`config.mk`:
```
export PLATFORM = sky130hd
export DESIGN_NAME = general_event_status
export DESIGN_NICKNAME = d
export VERILOG_FILES = /design/src/include/gpe_pkg.sv /design/src/rtl/pin_sync.sv /design/src/rtl/general_event_status.sv
export SDC_FILE = /design/constraint.sdc
export NUM_CORES = 1
export LEC_CHECK = 0
export ABC_AREA = 1
export BUFFER_PORTS_ARGS = -buffer_cell sky130_fd_sc_hd__buf_2
export CORE_MARGIN = 2
export CORE_UTILIZATION = 47
export DETAILED_ROUTE_END_ITERATION = 10
export GPL_TIMING_DRIVEN = 0
export HOLD_SLACK_MARGIN = 0.02
export PLACE_DENSITY = 0.87
export SETUP_SLACK_MARGIN = 0.3
export SKIP_CTS_REPAIR_TIMING = 1
export SLEW_MARGIN = 20
export SYNTH_ARGS = -nofsm -noshare
export SYNTH_HDL_FRONTEND = slang
export SYNTH_HIERARCHICAL = 1
export SYNTH_SLANG_ARGS = --single-unit
```
`constraint.sdc`:
```
create_clock -name clock -period 3.1 [get_ports clock]
set_input_delay 0.155 -clock clock [delete_from_list [all_inputs] [get_ports clock]]
set_output_delay 0.155 -clock clock [all_outputs]
set_load 0.005 [all_outputs]
```
`src/include/gpe_pkg.sv`:
```
// constants and carrier types for the general purpose event status block
package gpe_pkg;

    localparam int unsigned NUM_PORTS      = 15;
    localparam int unsigned ADDR_W         = 12;
    localparam int unsigned DATA_W         = 32;

    // register byte addresses
    localparam logic [11:0] CONTROL_OFFSET = 12'h450;
    localparam logic [11:0] STATUS_OFFSET  = 12'h454;
    localparam logic [11:0] PIN_OFFSET     = 12'h458;

    // general_event_control fields
    localparam int unsigned CTL_INVERT_BIT = 0;
    localparam int unsigned CTL_EN_LSB     = 1;
    localparam int unsigned CTL_EN_MSB     = 15;

    // general_event_status fields
    localparam int unsigned STS_LSB        = 1;
    localparam int unsigned STS_MSB        = 15;

    // pin control register fields
    localparam int unsigned PIN_ALT_BIT    = 0;
    localparam int unsigned PIN_DIR_BIT    = 1;
    localparam int unsigned PIN_DATA_BIT   = 2;
    localparam int unsigned PIN_IN_BIT     = 3;
    localparam int unsigned PIN_EVENT_BIT  = 4;

    // the event is an alternate function of this general purpose pin
    localparam int unsigned EVENT_PIN_NUM  = 5;

    // reset values
    localparam logic [31:0] CONTROL_RESET  = 32'h0000_0000;
    localparam logic [31:0] STATUS_RESET   = 32'h0000_0000;
    localparam logic        INVERT_RESET   = 1'h0;
    localparam logic        ALT_RESET      = 1'h0;
    localparam logic        DIR_RESET      = 1'h0;
    localparam logic        DATA_RESET     = 1'h0;
    localparam logic [31:0] READ_ZERO      = 32'h0000_0000;

    // synchroniser depth for pin inputs
    localparam int unsigned SYNC_STAGES    = 3;

    typedef struct packed {
        logic [11:0] addr;
        logic [31:0] wdata;
        logic        wr;
        logic        rd;
    } bus_req_t;

    typedef struct packed {
        logic [15:1] intx;
        logic [15:1] msi;
        logic [15:1] pme;
    } notify_t;

    typedef struct packed {
        logic        alt;
        logic        dir;
        logic        data;
    } pin_cfg_t;

endpackage

```
`src/rtl/pin_sync.sv`:
```
// three stage synchroniser with agreement filter for pin inputs
`timescale 1ns/1ps
module pin_sync
    import gpe_pkg::*;
#(
    parameter int unsigned WIDTH = 1
) (
    input  wire logic             clock,
    input  wire logic             sys_rst,
    input  wire logic [WIDTH-1:0] raw,
    output logic      [WIDTH-1:0] stable
);

    logic [WIDTH-1:0] stage1;
    logic [WIDTH-1:0] stage2;
    logic [WIDTH-1:0] stage3;
    logic [WIDTH-1:0] next_stable;

    // a change counts only once the second and third stages agree
    always_comb begin
        next_stable = stable;
        for (int i = 0; i < WIDTH; i++) begin
            if (stage2[i] == stage3[i]) begin
                next_stable[i] = stage3[i];
            end
        end
    end

    // stage1 feeds stage2 only, never any other logic
    always_ff @(posedge clock or posedge sys_rst) begin
        if (sys_rst) begin
            stage1 <= '0;
            stage2 <= '0;
            stage3 <= '0;
            stable <= '0;
        end else begin
            stage1 <= raw;
            stage2 <= stage1;
            stage3 <= stage2;
            stable <= next_stable;
        end
    end

endmodule

```
`src/rtl/general_event_status.sv`:
```
// general purpose event status, control and shared event pin logic
//
// What this block does
// - read-only status, ports 1-15, resets zero
// - status bit set one cycle after an enabled port signals, held while it does
// - status never set while port disabled
// - event output carried on general pin five
// - pin carries event only in alternate function
// - pin active low; invert bit makes pin active high
// - enabled port suppresses legacy notifications
//
// The address-and-strobe port is this design's own decision.
`timescale 1ns/1ps
module general_event_status
    import gpe_pkg::*;
(
    input  wire logic        clock,
    input  wire logic        sys_rst,
    input  wire bus_req_t    bus_req,
    output logic      [31:0] rdata,
    input  wire notify_t     notify_req,
    output notify_t          notify_out,
    input  wire logic        gpio5_in,
    output logic             gpio5_out,
    output logic             gpio5_oe_n,
    output logic             shared_event_output
);

    // decode used by both write and read paths
    function automatic logic hit(input logic [11:0] addr, input logic [11:0] offset);
        return addr == offset;
    endfunction

    // pin level for an event state under the chosen polarity
    function automatic logic event_level(input logic active, input logic invert);
        return invert ? active : ~active;
    endfunction

    // control register state
    logic [15:1] port_event_redirect_enable;
    logic        event_polarity_invert;
    logic [15:1] next_redirect_enable;
    logic        next_polarity_invert;

    // pin configuration state
    pin_cfg_t    pin_cfg;
    pin_cfg_t    next_pin_cfg;

    // status and outputs
    logic [15:1] general_event_status_q;
    logic [15:1] next_status;
    logic [15:1] port_event_pending;
    logic        next_event;
    logic        next_gpio5_out;
    logic        next_gpio5_oe_n;
    notify_t     next_notify;
    logic [31:0] next_rdata;
    logic        pin_in_stable;

    logic        wr_control;
    logic        wr_pin;

    assign wr_control = bus_req.wr && hit(bus_req.addr, CONTROL_OFFSET);
    assign wr_pin     = bus_req.wr && hit(bus_req.addr, PIN_OFFSET);

    pin_sync #(
        .WIDTH (1)
    ) u_pin_sync (
        .clock   (clock),
        .sys_rst (sys_rst),
        .raw     (gpio5_in),
        .stable  (pin_in_stable)
    );

    // control register: per-port redirect enables and polarity
    always_comb begin
        next_redirect_enable = port_event_redirect_enable;
        next_polarity_invert = event_polarity_invert;
        if (wr_control) begin
            next_redirect_enable = bus_req.wdata[CTL_EN_MSB:CTL_EN_LSB];
            next_polarity_invert = bus_req.wdata[CTL_INVERT_BIT];
        end
    end

    // sticky in the device; here sys_rst stands for the fundamental reset
    always_ff @(posedge clock or posedge sys_rst) begin
        if (sys_rst) begin
            port_event_redirect_enable <= CONTROL_RESET[CTL_EN_MSB:CTL_EN_LSB];
            event_polarity_invert      <= INVERT_RESET;
        end else begin
            port_event_redirect_enable <= next_redirect_enable;
            event_polarity_invert      <= next_polarity_invert;
        end
    end

    // pin configuration: alternate function select, direction, data
    always_comb begin
        next_pin_cfg = pin_cfg;
        if (wr_pin) begin
            next_pin_cfg.alt  = bus_req.wdata[PIN_ALT_BIT];
            next_pin_cfg.dir  = bus_req.wdata[PIN_DIR_BIT];
            next_pin_cfg.data = bus_req.wdata[PIN_DATA_BIT];
        end
    end

    always_ff @(posedge clock or posedge sys_rst) begin
        if (sys_rst) begin
            pin_cfg.alt  <= ALT_RESET;
            pin_cfg.dir  <= DIR_RESET;
            pin_cfg.data <= DATA_RESET;
        end else begin
            pin_cfg <= next_pin_cfg;
        end
    end

    // per-port event routing
    genvar p;
    generate
        for (p = 1; p <= NUM_PORTS; p++) begin : g_port
            // any hot-plug notification the port wants to raise
            assign port_event_pending[p] = notify_req.intx[p] | notify_req.msi[p] | notify_req.pme[p];

            // status follows the pending event, gated by the enable
            assign next_status[p] = port_event_redirect_enable[p] & port_event_pending[p];

            // redirected ports lose their legacy notifications
            assign next_notify.intx[p] = notify_req.intx[p] & ~port_event_redirect_enable[p];
            assign next_notify.msi[p]  = notify_req.msi[p]  & ~port_event_redirect_enable[p];
            assign next_notify.pme[p]  = notify_req.pme[p]  & ~port_event_redirect_enable[p];
        end
    endgenerate

    // the shared event is the or of all status bits
    assign next_event = |next_status;

    // pin drive: event only in alternate function, always driven there; else data bit, driven only while dir is set
    always_comb begin
        next_gpio5_out  = pin_cfg.data;
        next_gpio5_oe_n = ~pin_cfg.dir;
        if (pin_cfg.alt) begin
            next_gpio5_out  = event_level(next_event, event_polarity_invert);
            next_gpio5_oe_n = 1'h0;
        end
    end

    // status, pin and notify registered together so they stay aligned
    always_ff @(posedge clock or posedge sys_rst) begin
        if (sys_rst) begin
            general_event_status_q <= STATUS_RESET[STS_MSB:STS_LSB];
            shared_event_output    <= 1'h0;
            // idle level of an active-low pin is high
            gpio5_out              <= 1'h1;
            gpio5_oe_n             <= 1'h1;
            notify_out             <= '0;
        end else begin
            general_event_status_q <= next_status;
            shared_event_output    <= next_event;
            gpio5_out              <= next_gpio5_out;
            gpio5_oe_n             <= next_gpio5_oe_n;
            notify_out             <= next_notify;
        end
    end

    // read path: data in the cycle after the strobe, zero otherwise
    always_comb begin
        next_rdata = READ_ZERO;
        if (bus_req.rd) begin
            if (hit(bus_req.addr, CONTROL_OFFSET)) begin
                next_rdata[CTL_EN_MSB:CTL_EN_LSB] = port_event_redirect_enable;
                next_rdata[CTL_INVERT_BIT]        = event_polarity_invert;
            end else if (hit(bus_req.addr, STATUS_OFFSET)) begin
                // writes to this offset are simply not decoded
                next_rdata[STS_MSB:STS_LSB] = general_event_status_q;
            end else if (hit(bus_req.addr, PIN_OFFSET)) begin
                next_rdata[PIN_ALT_BIT]   = pin_cfg.alt;
                next_rdata[PIN_DIR_BIT]   = pin_cfg.dir;
                next_rdata[PIN_DATA_BIT]  = pin_cfg.data;
                next_rdata[PIN_IN_BIT]    = pin_in_stable;
                next_rdata[PIN_EVENT_BIT] = shared_event_output;
            end
        end
    end

    always_ff @(posedge clock or posedge sys_rst) begin
        if (sys_rst) begin
            rdata <= READ_ZERO;
        end else begin
            rdata <= next_rdata;
        end
    end

endmodule

```
==> flow_summary.yaml <==
status:
  status: "finished, final reports clean"
global_routing:
  grt-busiest-layer: "met2"
  grt_pass1_wl_microns: 14080
  grt_max_degree: 52
  use_met1_pct: 24.79
  grt.overflow.total: 0
  use_met3_pct: 5.353
  use_met2_pct: 34.43
  grt_pass1_vias: 3102
  grt_usage_pct: 20.24
  grt_antenna_before_repair: 0
critical_path:
  cp-end-kind: "flop"
  crit_type: "input port to flop"
  timing.rr.start: "port_event_redirect_enable[10]"
  worstPathArrival_ns: 1.67
  critPathRequiredTime_ns: 3.39
  cpMostUsedCell: "nand2_1"
  cp_top_family: "simple AND/OR/NAND/NOR gates"
  rr_endpoint: "gpio5_out"
  worstSetupStartpoint: "notify_req[23]"
  startpoint_type: "input port"
  rrSetupSlack_ns: 1.83
  worstRegToRegCells: 8
  path_depth: 12
  critPathBufInv: 3
  crit_end: "gpio5_out"
  critPathMaxFanout: 2
  critPathMaxStageDelay_ns: 0.53
  critPathSlowestCell: "dlygate4sd3_1"
  crit_chain: "dlygate4sd3_1 > buf_2 > nor2_1 > nand2_1 > nand2_1 > nand2_1 > inv_1 > nand2_1 > nor2_1 > nand3_1 > nand3_1 > nand2_1"
sta:
  post-route-worst-setup-slack_ns: 1.714
  fin_setup_tns_ns: 0
  period_needed_ns: 1.386
  max_freq_ghz: 0.7217
  worst-slew-pin-transition_ns: 0.5338
  drv_slew: 0
  rsz0062_at_grt: "no"
  fin_hold_ws_ns: 0.02194
  fin_skew_ns: 0.01371
  finalHoldViolCount: 0
  setup_viol: 0
  timing.final.crit_share_pct: 44.70
  timing.slew.headroom_pct: 64.41
clocking:
  clk_pin_slew_ns: 0.10
  cts-root-buf: "clkbuf_8"
  cts_tree: "built"
  numCtsBuffers: 9
  clock-sinks: 102
  cts_htree_levels: 3
  clock_path_buffers: 2
  clk_latency_ns: 0.36
synth:
  synth.avg_cell_area_sq_um: 9.368
  syn_inst: 429
  ys_warn_count: 6
  synth_top_family_by_area: "simple AND/OR/NAND/NOR gates"
  synth.area.mux_share_pct: 0
  yosys-top-cells-area: "dfrtp_1 (62%), nand2_1 (8.7%), inv_1 (7.0%)"
  synth_seq_cells: 102
  yosysSeqAreaShare_pct: 63.57
  synth-simple-area-share_pct: 20.77
  synth_compound_area_share_pct: 3.331
  yosys.area.top_type: "dfrtp_1"
  synth_xor_area_share_pct: 0
  syn-cell-area_sq_um: 4019
  yosysTopAreaCellShare_pct: 62.27
  netlist-cell-type-count: 27
  synthAdderAreaFrac_pct: 0
flow_run:
  maxCapViolations: 0
cells_and_area:
  drive_above_1_share_pct: 29.97
  nets: 723
  diodes: 0
  finalNonFillerCells: 739
  synthToLayoutAreaGrowth_pct: 36.11
routing:
  drtIter0Drc: 154
  ant_nets: 0
  vias: 3407
  vias_per_cell: 4.610
  drt_first_pass_iters: 4
  routed_wl_microns: 9796
  drc: 0
  wire_per_inst_microns: 13.26
floorplanning:
  core_area_sq_um: 8258
  die_area_sq_um: 9306
  row_count: 33
  die_w_microns: 96.47
  io_pins: 174
  initial_core_util_pct: 48.67
  die_h_microns: 96.47
place:
  gp_congestion: 0.8805
  numPortBuffers: 140
  dp_slack_ns: 1.684
  dp_hpwl_microns: 6849
  dpl.cell_count: 690
power_and_ir_drop:
  power_density_nw_per_um2: 446.7
  p_int_mw: 1.879
  irDropWorstVdd_mv: 0.2156
  p_sw_share_pct: 23.08
  p_sw_uw: 564.0
  pwr-share-clk_pct: 34.1
  p_leak_nw: 3.199
  power_frac_seq_pct: 56.4
  p_comb_share_pct: 9.5
  p_total_mw: 2.443
min_path:
  hp-class: "input port to flop"
state kept, by name (all words and copies together), names as in the netlist:
register / cells
pin_cfg: 3
gpio5_out: 1
rdata: 16
notify_out: 45
event_polarity_invert: 1
port_event_redirect_enable: 15
shared_event_output: 1
u_pin_sync/stage2: 1
u_pin_sync/stable: 1
u_pin_sync/stage3: 1
u_pin_sync/stage1: 1
general_event_status_q: 15
gpio5_oe_n: 1
synthesized netlist by cell type:
master,instances
buf_8,1
conb_1,1
buf_4,19
buf_12,1
and2_1,1
dfrtp_1,100
nand2_2,1
nand3_2,2
clkinv_2,1
inv_1,75
nor3_4,1
buf_6,1
a21oi_1,15
or2_4,1
o21ai_0,5
inv_2,1
nand3_1,35
dfstp_2,2
a31oi_1,3
buf_2,1
nor2_1,61
nand3b_1,1
nand2_4,1
clkbuf_1,2
nand2_1,93
o21ai_1,3
nor3_1,1
per-stage QoR:
step / area [sq um] / util [%]
floorplan: 4075 / -
global placement: 4907 / 59.42
detailed placement: 4940 / 59.82
CTS: 5140 / 62.24
global route: 5470 / 66.24
finish: 5470 / 66.24
cells in the final DEF (no fill, tap or decap), types with 3 or more instances in the layout:
| cell | synthesis | routed |
|---|---|---|
| nor2_1 | 61 | 61 |
| conb_1 | 1 | 16 |
| a31oi_1 | 3 | 3 |
| nand2_1 | 93 | 93 |
| inv_1 | 75 | 74 |
| clkbuf_1 | 2 | 3 |
| dfrtp_1 | 100 | 100 |
| buf_2 | 1 | 141 |
| o21ai_0 | 5 | 5 |
| nand3_1 | 35 | 35 |
| o21ai_1 | 3 | 3 |
| buf_4 | 19 | 19 |
| dlygate4sd3_1 | 0 | 33 |
| a21oi_1 | 15 | 15 |
| clkbuf_8 | 0 | 10 |
cell type report:
class / count / area, sq um
clock buffer: 11 / 141.4
inverter: 77 / 295.3
buffer: 25 / 201.4
sequential: 102 / 2555
tap: 105 / 131.4
timing repair buffer: 174 / 1059
multi-input combinational: 240 / 1028
fill: 664 / 2788
clock inverter: 5 / 58.81
power by group through the flow:
stage | logic (mW) | registers [mW] | clock network (mW)
3_3_place_gp | 0.185 | 1.40 | 0
3_5_place_dp | 0.198 | 1.40 | 0
5_1_grt | 0.261 | 1.38 | 0.928
4_1_cts | 0.198 | 1.38 | 0.858
6_report | 0.231 | 1.38 | 0.834
2_1_floorplan | 0.0870 | 1.41 | 0
how the worst min path moves through the flow:
stage	depth (start not counted)	slack, ns	from	to
6_report	3	0.02	bus_req[8]	port_event_redirect_enable[6]
5_1_grt	3	0.02	notify_req[36]	notify_out[36]
4_1_cts	2	-0.31	sys_rst	u_pin_sync/stable
3_5_place_dp	2	0.08	sys_rst	u_pin_sync/stable
3_3_place_gp	2	0.04	sys_rst	u_pin_sync/stage1
2_1_floorplan	1	-0.08	sys_rst	u_pin_sync/stable
routing by layer:
metal  share of wire, %  wire length (microns)
met1                 39                   3818
met2                 51                   5008
met3                6.9                    673
met4                3.0                    296
met5                  0                      0
kinds of logic after synthesis:
| kind of cell | after synthesis |
|---|---|
| AND/OR/NAND/NOR | 198 |
| flip-flops | 102 |
| buffers and inverters | 102 |
| AO/OA/AOI/OAI | 26 |
| other | 1 |
worst register-to-register path, delay by kind of cell (launching register included):
kind / cells / cell delay [ns]
simple gates: 7 / 0.68
buf+inv: 1 / 0.06
flops: 1 / 0.46
No activity file was read; power rests on OpenSTA's default activity.
